**config.mk**
```make
export PLATFORM = sky130hd
export DESIGN_NAME = config_capability_registers
export DESIGN_NICKNAME = d
export VERILOG_FILES = /design/src/rtl/cfg_cap_pkg.sv /design/src/rtl/config_capability_registers.sv
export SDC_FILE = /design/constraint.sdc
export NUM_CORES = 1
export LEC_CHECK = 0
export ABC_AREA = 0
export BUFFER_PORTS_ARGS = -buffer_cell sky130_fd_sc_hd__buf_2
export CORE_ASPECT_RATIO = 0.9
export CORE_MARGIN = 5
export CORE_UTILIZATION = 45
export DETAILED_ROUTE_END_ITERATION = 7
export PLACE_DENSITY = 0.76
export SLEW_MARGIN = 20
export SYNTH_ARGS = -nofsm -noshare
export SYNTH_HDL_FRONTEND = slang
export SYNTH_SLANG_ARGS = --single-unit
```
**constraint.sdc**
```tcl
create_clock -name mclk -period 16.5 [get_ports mclk]
set_input_delay 0 -clock mclk [delete_from_list [all_inputs] [get_ports mclk]]
set_output_delay 0 -clock mclk [all_outputs]
set_load 0.03 [all_outputs]
```
**src/rtl/cfg_cap_pkg.sv**
```systemverilog
package cfg_cap_pkg;

  // ----------------------------------------------------------------
  // register offsets (byte addresses)
  // ----------------------------------------------------------------
  localparam logic [7:0] OFF_IRQ_ADDR_LO = 8'h90;
  localparam logic [7:0] OFF_IRQ_ADDR_HI = 8'h94;
  localparam logic [7:0] OFF_IRQ_DATA = 8'h98;
  localparam logic [7:0] OFF_PD_CTRL = 8'h9c;
  localparam logic [7:0] OFF_PD_WORD = 8'ha0;
  localparam logic [7:0] OFF_VENDOR_CAP = 8'ha4;
  localparam logic [7:0] OFF_TEST_0 = 8'ha8;
  localparam logic [7:0] OFF_TEST_1 = 8'hac;
  localparam logic [7:0] OFF_REPLAY = 8'hb0;
  localparam logic [7:0] OFF_MSG_CTRL = 8'hb4;

  // ----------------------------------------------------------------
  // fixed values and reset values
  // ----------------------------------------------------------------
  localparam logic [7:0] PD_CAP_ID = 8'h03;
  localparam logic [7:0] PD_NEXT_PTR = 8'ha4;
  localparam logic [7:0] VENDOR_CAP_ID = 8'h09;
  localparam logic [7:0] VENDOR_NEXT_PTR = 8'he0;
  localparam logic [15:0] VENDOR_LENGTH = 16'h0028;
  localparam logic [31:0] TEST_0_RESET = 32'h04001060;
  // printed with nine digits; the low 32 bits are kept
  localparam logic [31:0] TEST_1_RESET = 32'h04000271;

  // ----------------------------------------------------------------
  // field positions
  // ----------------------------------------------------------------
  localparam int PD_START_BIT = 16;
  localparam int PD_DIR_BIT = 17;
  localparam int PD_INDEX_LSB = 18;
  localparam int RPL_ENABLE_BIT = 12;
  localparam int MSG_ENABLE_BIT = 16;
  localparam int MSG_64BIT_BIT = 23;

  // ----------------------------------------------------------------
  // eeprom transfer timing
  // ----------------------------------------------------------------
  localparam int EE_ACCESS_NS = 400;
  localparam int CLK_PERIOD_NS = 4;
  localparam int EE_ACCESS_CYC = (EE_ACCESS_NS + CLK_PERIOD_NS - 1) / CLK_PERIOD_NS;
  localparam int EE_CNT_W = 8;

  typedef struct packed {
    logic [31:0] addr;
    logic write;
    logic [31:0] wdata;
  } bus_req_t;

  typedef struct packed {
    logic [11:0] value;
    logic enable;
  } replay_cfg_t;

endpackage

```
**src/rtl/config_capability_registers.sv**
```systemverilog
// Register access over APB was decided locally.
`timescale 1ns/100ps
// Functional notes
// the low interrupt address keeps bits 31:2 writable, reads zero in 1:0 and resets to zero.
// the high interrupt address is a writable word reset to zero, used only when 64-bit addressing is advertised.
// the product-data header reads identifier 03h and next pointer a4h.
// software sets the start flag at bit 16 and the device clears it when the transfer ends; reset zero.
// the direction flag at bit 17 selects read (0) or write (1); reset zero.
// bits 22:18 hold the five-bit word index into the eeprom table; reset zero.
// reading the product-data word returns the last word fetched; reset zero.
// the written product-data word is what a write transfer stores into the table.
// the vendor header reads identifier 09h and next pointer e0h.
// the vendor header upper half reads 28h, the structure length.
// the replay value is twelve writable bits 11:0 reset zero, bits 15:13 read zero.
// with bit 12 set, the link layer uses the user replay value instead of its default.
// the replay value and its enable may be replaced by values autoloaded from the eeprom after reset.
// the interrupt enable at bit 16 of the message control word permits memory-write interrupts and stops the pin.
// the message control word reads bit 23 as one to advertise 64-bit addresses.
// software loads the data word before a write and polls the start flag before the next access.
module config_capability_registers
(
  input wire logic mclk,
  input wire logic sys_rst,
  input wire logic psel,
  input wire logic penable,
  input wire logic pwrite,
  input wire logic [31:0] paddr,
  input wire logic [31:0] pwdata,
  output logic [31:0] prdata,
  output logic pready,
  output logic pslverr,
  input wire logic autoloadValid,
  input wire logic [12:0] autoloadReplay,
  input wire logic [31:0] eeReadWord,
  output logic [31:0] eeWriteWord,
  output logic [4:0] eeIndex,
  output logic eeWriteStrobe,
  output logic eeReadStrobe,
  input wire logic legacyIrqIn,
  output logic legacyIrqOut,
  output logic msgIrqEnable,
  output logic [63:0] msgIrqAddress,
  output logic [15:0] msgIrqData,
  output logic replayOverride,
  output logic [11:0] replayValue
);

  // ----------------------------------------------------------------
  // bus decode
  // ----------------------------------------------------------------
  cfg_cap_pkg::bus_req_t req;
  logic wrEn;
  logic rdEn;
  logic mapped;
  logic [31:0] rdData;

  assign req = '{addr: paddr, write: pwrite, wdata: pwdata};
  // unmapped writes must not alias onto a register through the low address byte
  assign wrEn = psel && penable && req.write && mapped;
  assign rdEn = psel && penable && !req.write;
  assign pready = 1'b1;

  always_comb
  begin
    mapped = 1'b1;
    case (req.addr[7:0])
      cfg_cap_pkg::OFF_IRQ_ADDR_LO, cfg_cap_pkg::OFF_IRQ_ADDR_HI, cfg_cap_pkg::OFF_IRQ_DATA,
      cfg_cap_pkg::OFF_PD_CTRL, cfg_cap_pkg::OFF_PD_WORD, cfg_cap_pkg::OFF_VENDOR_CAP,
      cfg_cap_pkg::OFF_TEST_0, cfg_cap_pkg::OFF_TEST_1, cfg_cap_pkg::OFF_REPLAY,
      cfg_cap_pkg::OFF_MSG_CTRL:
        mapped = (req.addr[31:8] == 24'h000000);
      default:
        mapped = 1'b0;
    endcase
  end

  assign pslverr = psel && penable && !mapped;

  // ----------------------------------------------------------------
  // interrupt message registers
  // ----------------------------------------------------------------
  logic [29:0] irqAddrLo_q;
  logic [31:0] irqAddrHi_q;
  logic [15:0] irqData_q;
  logic msgEnable_q;

  always_ff @(posedge mclk or posedge sys_rst)
  begin
    if (sys_rst)
    begin
      irqAddrLo_q <= 30'h00000000;
      irqAddrHi_q <= 32'h00000000;
      irqData_q <= 16'h0000;
      msgEnable_q <= 1'b0;
    end
    else if (wrEn && mapped)
    begin
      if (req.addr[7:0] == cfg_cap_pkg::OFF_IRQ_ADDR_LO)
        irqAddrLo_q <= req.wdata[31:2];
      if (req.addr[7:0] == cfg_cap_pkg::OFF_IRQ_ADDR_HI)
        irqAddrHi_q <= req.wdata;
      if (req.addr[7:0] == cfg_cap_pkg::OFF_IRQ_DATA)
        irqData_q <= req.wdata[15:0];
      if (req.addr[7:0] == cfg_cap_pkg::OFF_MSG_CTRL)
        msgEnable_q <= req.wdata[cfg_cap_pkg::MSG_ENABLE_BIT];
    end
  end

  // 64-bit capability is hardwired, so the high word always joins the address
  localparam logic MSG_64BIT_CAPABLE = 1'b1;

  assign msgIrqEnable = msgEnable_q;
  assign legacyIrqOut = legacyIrqIn && !msgEnable_q;
  assign msgIrqAddress = {MSG_64BIT_CAPABLE ? irqAddrHi_q : 32'h00000000, irqAddrLo_q, 2'b00};
  assign msgIrqData = irqData_q;

  // ----------------------------------------------------------------
  // product-data port
  // ----------------------------------------------------------------
  typedef enum logic [1:0] {PD_IDLE, PD_BUSY, PD_DONE} pd_state_t;
  pd_state_t pdState_q;
  logic pdStart_q;
  logic pdDir_q;
  logic [4:0] pdIndex_q;
  logic [31:0] pdWord_q;
  logic [cfg_cap_pkg::EE_CNT_W-1:0] pdCnt_q;
  logic pdKick;
  logic pdWordWr;

  assign pdKick = wrEn && req.addr[7:0] == cfg_cap_pkg::OFF_PD_CTRL && req.wdata[cfg_cap_pkg::PD_START_BIT]
                  && pdState_q == PD_IDLE;
  assign pdWordWr = wrEn && req.addr[7:0] == cfg_cap_pkg::OFF_PD_WORD;

  // control fields are frozen while busy so the eeprom sees a stable index
  always_ff @(posedge mclk or posedge sys_rst)
  begin
    if (sys_rst)
    begin
      pdDir_q <= 1'b0;
      pdIndex_q <= 5'h00;
    end
    else if (wrEn && req.addr[7:0] == cfg_cap_pkg::OFF_PD_CTRL && pdState_q == PD_IDLE)
    begin
      pdDir_q <= req.wdata[cfg_cap_pkg::PD_DIR_BIT];
      pdIndex_q <= req.wdata[cfg_cap_pkg::PD_INDEX_LSB +: 5];
    end
  end

  always_ff @(posedge mclk or posedge sys_rst)
  begin
    if (sys_rst)
    begin
      pdState_q <= PD_IDLE;
      pdStart_q <= 1'b0;
      pdCnt_q <= '0;
    end
    else
    begin
      case (pdState_q)
        PD_IDLE:
          if (pdKick)
          begin
            pdState_q <= PD_BUSY;
            pdStart_q <= 1'b1;
            pdCnt_q <= cfg_cap_pkg::EE_CNT_W'(cfg_cap_pkg::EE_ACCESS_CYC - 1);
          end
        PD_BUSY:
          if (pdCnt_q == '0)
            pdState_q <= PD_DONE;
          else
            pdCnt_q <= pdCnt_q - 1'b1;
        PD_DONE:
        begin
          pdState_q <= PD_IDLE;
          pdStart_q <= 1'b0;
        end
        default:
          pdState_q <= PD_IDLE;
      endcase
    end
  end

  // a write of the word register during a read transfer is dropped by the fetch (R16 is software's)
  always_ff @(posedge mclk or posedge sys_rst)
  begin
    if (sys_rst)
      pdWord_q <= 32'h00000000;
    else if (pdState_q == PD_DONE && !pdDir_q)
      pdWord_q <= eeReadWord;
    else if (pdWordWr)
      pdWord_q <= req.wdata;
  end

  assign eeIndex = pdIndex_q;
  assign eeWriteWord = pdWord_q;
  assign eeWriteStrobe = pdState_q == PD_DONE && pdDir_q;
  assign eeReadStrobe = pdState_q == PD_DONE && !pdDir_q;

  // ----------------------------------------------------------------
  // test words and replay override
  // ----------------------------------------------------------------
  logic [31:0] test0_q;
  logic [31:0] test1_q;
  cfg_cap_pkg::replay_cfg_t replay_q;

  always_ff @(posedge mclk or posedge sys_rst)
  begin
    if (sys_rst)
    begin
      test0_q <= cfg_cap_pkg::TEST_0_RESET;
      test1_q <= cfg_cap_pkg::TEST_1_RESET;
      replay_q <= '0;
    end
    else
    begin
      if (wrEn && req.addr[7:0] == cfg_cap_pkg::OFF_TEST_0)
        test0_q <= req.wdata;
      if (wrEn && req.addr[7:0] == cfg_cap_pkg::OFF_TEST_1)
        test1_q <= req.wdata;
      // a software write in the same cycle as the autoload wins
      if (wrEn && req.addr[7:0] == cfg_cap_pkg::OFF_REPLAY)
        replay_q <= '{value: req.wdata[11:0], enable: req.wdata[cfg_cap_pkg::RPL_ENABLE_BIT]};
      else if (autoloadValid)
        replay_q <= '{value: autoloadReplay[11:0], enable: autoloadReplay[12]};
    end
  end

  assign replayOverride = replay_q.enable;
  assign replayValue = replay_q.value;

  // ----------------------------------------------------------------
  // read mux
  // ----------------------------------------------------------------
  always_comb
  begin
    rdData = 32'h00000000;
    case (req.addr[7:0])
      cfg_cap_pkg::OFF_IRQ_ADDR_LO: rdData = {irqAddrLo_q, 2'b00};
      cfg_cap_pkg::OFF_IRQ_ADDR_HI: rdData = irqAddrHi_q;
      cfg_cap_pkg::OFF_IRQ_DATA: rdData = {16'h0000, irqData_q};
      cfg_cap_pkg::OFF_PD_CTRL:
        rdData = {9'h000, pdIndex_q, pdDir_q, pdStart_q, cfg_cap_pkg::PD_NEXT_PTR, cfg_cap_pkg::PD_CAP_ID};
      cfg_cap_pkg::OFF_PD_WORD: rdData = pdWord_q;
      cfg_cap_pkg::OFF_VENDOR_CAP:
        rdData = {cfg_cap_pkg::VENDOR_LENGTH, cfg_cap_pkg::VENDOR_NEXT_PTR, cfg_cap_pkg::VENDOR_CAP_ID};
      cfg_cap_pkg::OFF_TEST_0: rdData = test0_q;
      cfg_cap_pkg::OFF_TEST_1: rdData = test1_q;
      cfg_cap_pkg::OFF_REPLAY: rdData = {19'h00000, replay_q.enable, replay_q.value};
      cfg_cap_pkg::OFF_MSG_CTRL: rdData = {8'h00, MSG_64BIT_CAPABLE, 6'h00, msgEnable_q, 16'h0000};
      default: rdData = 32'h00000000;
    endcase
  end

  always_ff @(posedge mclk or posedge sys_rst)
  begin
    if (sys_rst)
      prdata <= 32'h00000000;
    else if (psel && !penable && !pwrite)
      prdata <= (req.addr[31:8] == 24'h000000) ? rdData : 32'h00000000;
  end

  // ----------------------------------------------------------------
  // assertions
  // ----------------------------------------------------------------
  property p_addr_lo_write;
    @(posedge mclk) disable iff (sys_rst)
    wrEn && paddr == 32'h90 |=> msgIrqAddress[31:0] == {$past(pwdata[31:2]), 2'b00};
  endproperty
  a_addr_lo_write: assert property (p_addr_lo_write) else $error("low address not stored");

  property p_addr_hi_write;
    @(posedge mclk) disable iff (sys_rst)
    wrEn && paddr == 32'h94 |=> msgIrqAddress[63:32] == $past(pwdata);
  endproperty
  a_addr_hi_write: assert property (p_addr_hi_write) else $error("high address not stored");

  property p_pd_header;
    @(posedge mclk) disable iff (sys_rst)
    psel && !penable && !pwrite && paddr == 32'h9c |=> prdata[15:0] == 16'ha403;
  endproperty
  a_pd_header: assert property (p_pd_header) else $error("product header wrong");

  property p_start_clears;
    @(posedge mclk) disable iff (sys_rst)
    pdKick |=> pdStart_q ##[1:120] !pdStart_q;
  endproperty
  a_start_clears: assert property (p_start_clears) else $error("start flag not cleared");

  property p_dir_strobe;
    @(posedge mclk) disable iff (sys_rst)
    pdKick |=> ##100 (eeWriteStrobe == pdDir_q) && (eeReadStrobe == !pdDir_q);
  endproperty
  a_dir_strobe: assert property (p_dir_strobe) else $error("strobe against direction");

  property p_read_fetch;
    @(posedge mclk) disable iff (sys_rst)
    eeReadStrobe |=> pdWord_q == $past(eeReadWord);
  endproperty
  a_read_fetch: assert property (p_read_fetch) else $error("fetched word lost");

  property p_vendor_hdr;
    @(posedge mclk) disable iff (sys_rst)
    psel && !penable && !pwrite && paddr == 32'ha4 |=> prdata == 32'h0028e009;
  endproperty
  a_vendor_hdr: assert property (p_vendor_hdr) else $error("vendor header wrong");

  property p_replay_write;
    @(posedge mclk) disable iff (sys_rst)
    wrEn && paddr == 32'hb0 |=> replayValue == $past(pwdata[11:0]) && replayOverride == $past(pwdata[12]);
  endproperty
  a_replay_write: assert property (p_replay_write) else $error("replay override not stored");

  property p_legacy_gate;
    @(posedge mclk) disable iff (sys_rst)
    msgIrqEnable |-> !legacyIrqOut;
  endproperty
  a_legacy_gate: assert property (p_legacy_gate) else $error("legacy pin active with msg enable");

  property p_addr_lo_zero;
    @(posedge mclk) disable iff (sys_rst)
    psel && !penable && !pwrite && paddr == 32'h90 |=> prdata[1:0] == 2'b00;
  endproperty
  a_addr_lo_zero: assert property (p_addr_lo_zero) else $error("low address bits not zero");

  property p_pd_ctrl_reserved;
    @(posedge mclk) disable iff (sys_rst)
    psel && !penable && !pwrite && paddr == 32'h9c |=> prdata[31:23] == 9'h000;
  endproperty
  a_pd_ctrl_reserved: assert property (p_pd_ctrl_reserved) else $error("control upper bits not zero");

  property p_start_holds;
    @(posedge mclk) disable iff (sys_rst)
    pdStart_q && pdState_q != PD_DONE |=> pdStart_q;
  endproperty
  a_start_holds: assert property (p_start_holds) else $error("start flag dropped early");

  property p_fields_frozen;
    @(posedge mclk) disable iff (sys_rst)
    pdState_q != PD_IDLE |=> $stable(pdIndex_q) && $stable(pdDir_q);
  endproperty
  a_fields_frozen: assert property (p_fields_frozen) else $error("control fields moved while busy");

  property p_word_write;
    @(posedge mclk) disable iff (sys_rst)
    pdWordWr && !(pdState_q == PD_DONE && !pdDir_q) |=> eeWriteWord == $past(pwdata);
  endproperty
  a_word_write: assert property (p_word_write) else $error("written data word not stored");

  property p_replay_reserved;
    @(posedge mclk) disable iff (sys_rst)
    psel && !penable && !pwrite && paddr == 32'hb0 |=> prdata[31:13] == 19'h00000;
  endproperty
  a_replay_reserved: assert property (p_replay_reserved) else $error("replay upper bits not zero");

  property p_msg_capable;
    @(posedge mclk) disable iff (sys_rst)
    psel && !penable && !pwrite && paddr == 32'hb4 |=> prdata[23];
  endproperty
  a_msg_capable: assert property (p_msg_capable) else $error("64-bit capability bit not set");

  property p_unmapped_hold;
    @(posedge mclk) disable iff (sys_rst)
    psel && penable && pwrite && paddr[31:8] != 24'h000000 && !autoloadValid
      |=> $stable(replayValue) && $stable(replayOverride) && $stable(msgIrqAddress);
  endproperty
  a_unmapped_hold: assert property (p_unmapped_hold) else $error("unmapped write changed a register");

  property p_autoload;
    @(posedge mclk) disable iff (sys_rst)
    autoloadValid && !(wrEn && paddr[7:0] == 8'hb0)
      |=> replayValue == $past(autoloadReplay[11:0]) && replayOverride == $past(autoloadReplay[12]);
  endproperty
  a_autoload: assert property (p_autoload) else $error("autoload not applied");

  property p_word_read;
    @(posedge mclk) disable iff (sys_rst)
    rdEn && paddr == 32'ha0 |-> prdata == pdWord_q;
  endproperty
  a_word_read: assert property (p_word_read) else $error("data word read wrong");

  c_pd_read: cover property (@(posedge mclk) disable iff (sys_rst) eeReadStrobe);
  c_pd_write: cover property (@(posedge mclk) disable iff (sys_rst) eeWriteStrobe);
  c_autoload: cover property (@(posedge mclk) disable iff (sys_rst) autoloadValid);
  c_unmapped: cover property (@(posedge mclk) disable iff (sys_rst) pslverr);
  c_pd_kick: cover property (@(posedge mclk) disable iff (sys_rst) pdKick);

endmodule // config_capability_registers

```
==> reports/qor.csv, run 1 <==
stage;metric;value;unit
cts;cts_num_sinks;237;
pwr;cellLeakagePower;7.53;nW
cts;cts_setup_buffers;0;
final_layout;layout.cells.most_common;buf_2;
critical_path;worstPathArrival;4.15;ns
cts;post_cts_hold_buffer_count;121;
pwr;vdd.ir_drop.worst;56.9;µV
cts;root_buf_cell;clkbuf_16;
min_path;min-delay-path-class;in -> reg;
critical_path;worst-path-max-fanout;25;
floorplanning;die-height;158;µm
floorplanning;die_footprint;0.0276;mm²
timing;worst-slew-pin-transition;1.11;ns
logic_synthesis;synthAdderAreaFrac;0.00229;
final_layout;finalNetCount;1408;
logic_synthesis;dominant_combinational_cell_family_by_area_after_synthesis;multiplexers;
cts;cts_max_path_buffers;3;
grt;track_usage;0.274;
detailed_routing;vias;9790;
pwr;comb_power_share;0.083;
pwr;clockPowerShare;0.457;
detailed_routing;drt_first_iter_violations;1188;
cts;tritoncts;yes;
cts;clk_latency;0.54;ns
placed_design;io_buffer_count;280;
pwr;post-layout-total-power;1.29;mW
final_layout;final_cell_mix;buf_2 (280), dfrtp_1 (227), dlygate4sd3_1 (121), mux2_2 (90), nand2_1 (85);
cts;cts_resized;0;
timing;max_freq;0.267;GHz
cts;numCtsBuffers;26;
logic_synthesis;synth-compound-area-share;0.140;
logic_synthesis;synth.avg_cell_area;11.9;µm²
pwr;sequential_share_of_power;0.460;
pwr;power_switching_share;0.245;
critical_path;timing.critical_path.to_type;flop;
logic_synthesis;yosysSeqAreaShare;0.543;
logic_synthesis;yosys_warnings;0;
timing;skew;0.0186;ns
grt;grt_antenna_before_repair;0;
run_status;run_status;completed;
placed_design;post_dp_cell_area;0.0125;mm²
cts;cts.htree.levels;1;
logic_synthesis;synth_cells;917;
pwr;power_report.internal_total;0.978;mW
grt;maximum_number_of_pins_on_one_net_before_global_route_repair;117;
floorplanning;floorplan.io_pins;284;
cts;cts.reportedPaths.clkPinSlew;0.07;ns
detailed_routing;antenna_left;0;
timing;timing.final.max_slew_violations;0;
timing;period_share;0.227;
placed_design;globalplace.congestion;0.828;
logic_synthesis;asyncSetResetFlopFracSynth;1.00;
critical_path;timing.critical_path.from_type;input pin;
timing;normalized_max_slew_margin;0.256;
floorplanning;floorplan.initialDensity;0.454;
timing;final.setup.tns;0;ns
placed_design;dp.final_hpwl;23700;µm
detailed_routing;wl;38700;µm
final_layout;n_fill_cell;1895;
detailed_routing;detail_route.drc_violations;0;
timing;finalSetupViolCount;0;
final_layout;finish.cell_count_without_fillers;1616;
logic_synthesis;xor_xnor_share_of_the_synthesized_area;0;
final_layout;finalCoreUtilization;0.603;
placed_design;place.detailed.instances;1449;
final_layout;final_cell_area;0.0145;mm²
timing;grt_setup_unrepaired;false;
timing;final_hold_viol_count;0;
grt;grt_pass1_wl;59200;µm
floorplanning;rows;54;
final_layout;layout-drive-gt1-share;0.358;
detailed_routing;detail_route.first_pass.iterations;7;
timing;final.min_clock_period;3.75;ns
logic_synthesis;synth_top_flop_cell;dfrtp_1;
detailed_routing;detail_route.vias_per_cell;6.06;
grt;grt_remaining_overflow;0;
floorplanning;core_region_area;0.0241;mm²
critical_path;timing.setup.critical_path_class;in -> reg;
grt;vias_in_the_first_global_route;10100;
logic_synthesis;synth-edff-count;0;
logic_synthesis;synth-simple-area-share;0.0987;
logic_synthesis;synthesized_flop_and_latch_total;237;
critical_path;critPathRequiredTime;16.90;ns
pwr;net_switching_power;0.317;mW
logic_synthesis;synth.area.mux_share;0.175;
logic_synthesis;netlist_area;0.0109;mm²
logic_synthesis;yosys.cell_types.count;62;
run;max_cap_violations;0;
detailed_routing;route.detailed.wl_per_inst;23.9;µm
final_layout;area.growth.synth_to_final;32.9;%
pwr;pwr_density_cell;89.0;mW/mm²
floorplanning;die_w;174;µm
-- registers in the layout, indices dropped and copies added (netlist names), 5 cells and up --
| signal | cells |
|---|---|
| pdCnt_q | 8 |
| replayValue | 12 |
| eeWriteWord | 32 |
| irqAddrHi_q | 32 |
| test1_q | 32 |
| eeIndex | 5 |
| irqAddrLo_q | 30 |
| msgIrqData | 16 |
| prdata | 32 |
| test0_q | 32 |
-- worst paths after layout --
kind	start	end	slack [ns]	cells past startpoint
hold reg to reg	prdata[31]	prdata[31]	0.47	1
setup reg to reg	pdState_q[0]	eeWriteWord[23]	13.83	6
hold / removal	paddr[7]	pdStart_q	0.03	5
min in group asynchronous	sys_rst	test0_q[11]	0.16	3
setup / recovery	paddr[5]	eeWriteWord[23]	12.75	8
max in group asynchronous	sys_rst	msgIrqData[0]	14.97	4
-- cell families (layout without fill, tap and decap cells) --
family	after synthesis	in the layout
flip-flops	237	237
AO/OA/AOI/OAI	217	217
AND/OR/NAND/NOR	214	214
multiplexers	169	169
buffers and inverters	76	465
adder cells (fa/ha/maj)	2	2
other	2	4
-- worst max-delay path: stages --
cell and delay, ns:
buf_2 0.15, or4bb_1 0.78, nor2_4 0.82, nand4_1 0.94, buf_4 0.57, nand2_1 0.13, a31oi_1 0.10, dlygate4sd3_1 0.63
-- layer usage --
| layer | vias up | wire (µm) | global-route usage |
|---|---|---|---|
| li1 | 4143 | - | - |
| met1 | 4903 | 15500 | 0.369 |
| met2 | 623 | 18000 | 0.441 |
| met3 | 121 | 3770 | 0.0602 |
| met4 | 0 | 1420 | 0.101 |
| met5 | - | 0 | 0 |
-- power by group through the flow --
| stage | registers (mW) | clock network, mW | logic, mW |
|---|---|---|---|
| floorplan | 0.619 | 0 | 0.0264 |
| global placement | 0.606 | 0 | 0.0792 |
| detailed placement | 0.606 | 0 | 0.0805 |
| CTS | 0.595 | 0.595 | 0.105 |
| global route | 0.596 | 0.620 | 0.115 |
| finish | 0.596 | 0.592 | 0.107 |
-- cell usage after synthesis (all sizes together), types with 2 or more instances --
master     n  area [µm²]
nor4b      3        32.5
dfrtp    227        5680
and4       3        26.3
inv        6        22.5
buf       37         293
nor3      11        66.3
and2       6        37.5
nand4      3        18.8
a21oi     35         175
nor2      60         243
nand3      4        20.0
dfstp     10         263
nand3b     2        15.0
a21o      24         180
nor2b      2        12.5
mux2     151        1740
clkbuf    33         124
conb       2        7.51
and3       4        25.0
o21ai     11        55.1
o21a       2        15.0
o22ai      5        31.3
a221o      4        40.0
or3        5        31.3
o311ai     2        17.5
mux2i     18         180
nand2     90         370
a22o      14         123
nand4bb    2        22.5
a31oi     50         313
nor3b      2        15.0
a222oi    18         180
or4        4        37.5
a22oi     43         323
a211oi     5        42.5
ha         2        25.0
nor4       5        31.3
nor4bb     3        30.0
-- per-stage QoR --
stage	hold slack (ns)	setup WS, ns
floorplan	0.132	10.01
global placement	0.207	13.09
detailed placement	0.214	12.95
CTS	0.0209	12.97
global route	0.0840	12.72
finish	0.0340	12.75
-- area by class of cell --
type / instances / area (µm²) / share of cell area
inverters: 6 / 30.0 / 0.00206
clock inverters: 13 / 175 / 0.0120
repair buffers: 414 / 2710 / 0.186
well taps: 308 / 385 / 0.0265
flip-flops and latches: 237 / 5940 / 0.409
multi-input cells: 605 / 4620 / 0.317
clock buffers: 32 / 683 / 0.0470
diodes: 1 / 2.50 / 0.000172
No activity file was read; power rests on OpenSTA's default activity.
==> run 2: changes to the inputs <==
--- a/config.mk
+++ b/config.mk
@@ -11,7 +11,7 @@
 export CORE_MARGIN = 5
 export CORE_UTILIZATION = 45
 export DETAILED_ROUTE_END_ITERATION = 7
-export PLACE_DENSITY = 0.76
+export PLACE_DENSITY = 0.78
 export SLEW_MARGIN = 20
 export SYNTH_ARGS = -nofsm -noshare
 export SYNTH_HDL_FRONTEND = slang
==> constraint.sdc (replaced) <==
create_clock -name mclk -period 3.2 [get_ports mclk]
set_input_delay 0 -clock mclk [delete_from_list [all_inputs] [get_ports mclk]]
set_output_delay 0 -clock mclk [all_outputs]
set_load 0.03 [all_outputs]
==> run 2 against run 1 <==
  * Sequential share of layout area decreased by 0.43 points
  * Setup slack got worse by 12 ns
  * Flip-flop and latch count unchanged
  * Critical path depth decreased by 2
  * Global-route usage decreased by 0.47 points
  * Critical endpoint is now eeWriteWord[16]
  * Design area increased by 1.1%
  * Combinational power increased to 5.2 times the previous value
==> reports/qor.csv, run 2 (same netlist as run 1, synthesis figures left out) <==
stage;metric;value;unit
timing;timing.final.max_slew_violations;0;
timing;final.setup.tns;0;ns
grt;grt_remaining_overflow;0;
timing;worst-slew-pin-transition;0.974;ns
detailed_routing;detail_route.drc_violations;0;
critical_path;rr_endpoint;eeWriteWord[16];
critical_path;path_delay_family;buffers and inverters;
timing;worst_hold_slack;0.0634;ns
detailed_routing;antenna_left;0;
critical_path;crit_path_top_delay_cell;dlygate4sd3_1;
cts;cts.htree.levels;1;
min_path;timing.hold.worst.start;paddr[7];
floorplanning;floorplan.initialDensity;0.454;
final_layout;layout-drive-gt1-share;0.369;
critical_path;timing.critical_path.to_type;flop;
placed_design;io_buffer_count;280;
critical_path;worstPathArrival;2.86;ns
cts;cts_setup_buffers;0;
timing;max_freq;0.409;GHz
critical_path;critical_path.n_buffers_inverters;3;
timing;final.min_clock_period;2.45;ns
cts;cts_resized;0;
floorplanning;die-height;158;µm
floorplanning;die_w;174;µm
grt;maximum_number_of_pins_on_one_net_before_global_route_repair;93;
critical_path;timing.critical_path.cells;inv_1, nand3_2, buf_4, nor2_1, a31oi_1, dlygate4sd3_1;
floorplanning;rows;54;
floorplanning;die_footprint;0.0276;mm²
timing;skew;0.00888;ns
critical_path;r2r_start;pdState_q[0];
critical_path;timing.setup.critical_path_class;reg -> reg;
critical_path;r2r_setup_slack;0.75;ns
cts;post_cts_hold_buffer_count;115;
cts;root_buf_cell;clkbuf_16;
run_status;run_status;completed;
cts;clk_latency;0.54;ns
min_path;holdPathEnd;pdStart_q;
detailed_routing;vias;9788;
placed_design;globalplace.congestion;0.868;
pwr;vdd.ir_drop.worst;387;µV
final_layout;antenna_cells_inserted;0;
min_path;min-delay-path-class;in -> reg;
detailed_routing;wl;38300;µm
grt;grt_pass1_wl;58700;µm
detailed_routing;detail_route.first_pass.iterations;6;
grt;grt_antenna_before_repair;0;
cts;cts.reportedPaths.clkPinSlew;0.06;ns
critical_path;worst-path-max-fanout;24;
pwr;pwr_density_cell;468;mW/mm²
detailed_routing;detail_route.vias_per_cell;6.01;
timing;finalSetupViolCount;0;
min_path;whs_path_depth;5;
final_layout;finish.cell_count_without_fillers;1629;
detailed_routing;drt_first_iter_violations;1003;
grt;track_usage;0.269;
cts;cts_num_sinks;237;
timing;final_hold_viol_count;0;
floorplanning;floorplan.io_pins;284;
final_layout;final_cell_mix;buf_2 (280), dfrtp_1 (227), dlygate4sd3_1 (115), mux2_2 (90), nand2_1 (85);
critical_path;timing.critical_path.from;pdState_q[0];
pwr;cellLeakagePower;7.63;nW
timing;grt_setup_unrepaired;false;
cts;numCtsBuffers;26;
grt;vias_in_the_first_global_route;10300;
final_layout;area.growth.synth_to_final;34.3;%
critical_path;timing.critical_path.depth;6;
critical_path;critPathMaxStageDelay;0.57;ns
cts;cts_max_path_buffers;3;
critical_path;critPathRequiredTime;3.61;ns
cts;tritoncts;yes;
placed_design;dp.final_hpwl;23900;µm
final_layout;layout.cells.most_common;buf_2;
timing;normalized_max_slew_margin;0.351;
run;max_cap_violations;0;
floorplanning;core_region_area;0.0241;mm²
detailed_routing;route.detailed.wl_per_inst;23.5;µm
critical_path;timing.critical_path.from_type;flop;
timing;period_share;0.764;
placed_design;place.detailed.instances;1466;
final_layout;finalNetCount;1419;
critical_path;r2r_cells;6;
[run 2: layer usage]
metal  vias to the layer above  global-route usage  part of all wire
met5                         -                   0                 0
met4                         0               0.106             0.041
met3                       147              0.0609             0.095
met2                       616               0.444              0.47
met1                      4850               0.350              0.39
li1                       4175                   -                 -
[run 2: power breakdown]
group | internal, mW | switching [mW] | total (mW)
Combinational | 0.232 | 0.324 | 0.555
Clock | 1.99 | 1.26 | 3.25
Sequential | 3.03 | 0.0370 | 3.07
[run 2: cell type report]
type	instances	area, µm²
clock buffer	36	728
multi-input combinational	605	4620
tap	308	385
fill	1821	9420
sequential	237	5940
clock inverter	12	199
inverter	6	26.3
timing repair buffer	425	2800
[run 2: metrics by stage]
step           instance area, µm²  utilization  power [mW]  worst slack, ns
2_1_floorplan               11000            -        3.33            0.102
3_3_place_gp                12600        0.523        3.54            0.672
3_5_place_dp                12600        0.523        3.55            0.596
4_1_cts                     14700        0.610        6.87            0.858
5_1_grt                     14700        0.610        7.06            0.624
6_report                    14700        0.610        6.88            0.754
[run 2: how the worst max path moves through the flow]
stage | end | slack (ns)
after global routing | eeWriteWord[16] | 0.62
after detailed placement | irqAddrHi_q[13] | 0.60
after CTS | eeWriteWord[16] | 0.86
after floorplan | eeIndex[0] | 0.10
after global placement | irqAddrHi_q[13] | 0.67
final | eeWriteWord[16] | 0.75
[run 2: tightest hold or removal path, stage by stage]
cell      delay (ns)
buf_2           0.13
nand2b_1        0.10
a211oi_2        0.09
a31oi_1         0.16
a21oi_1         0.06
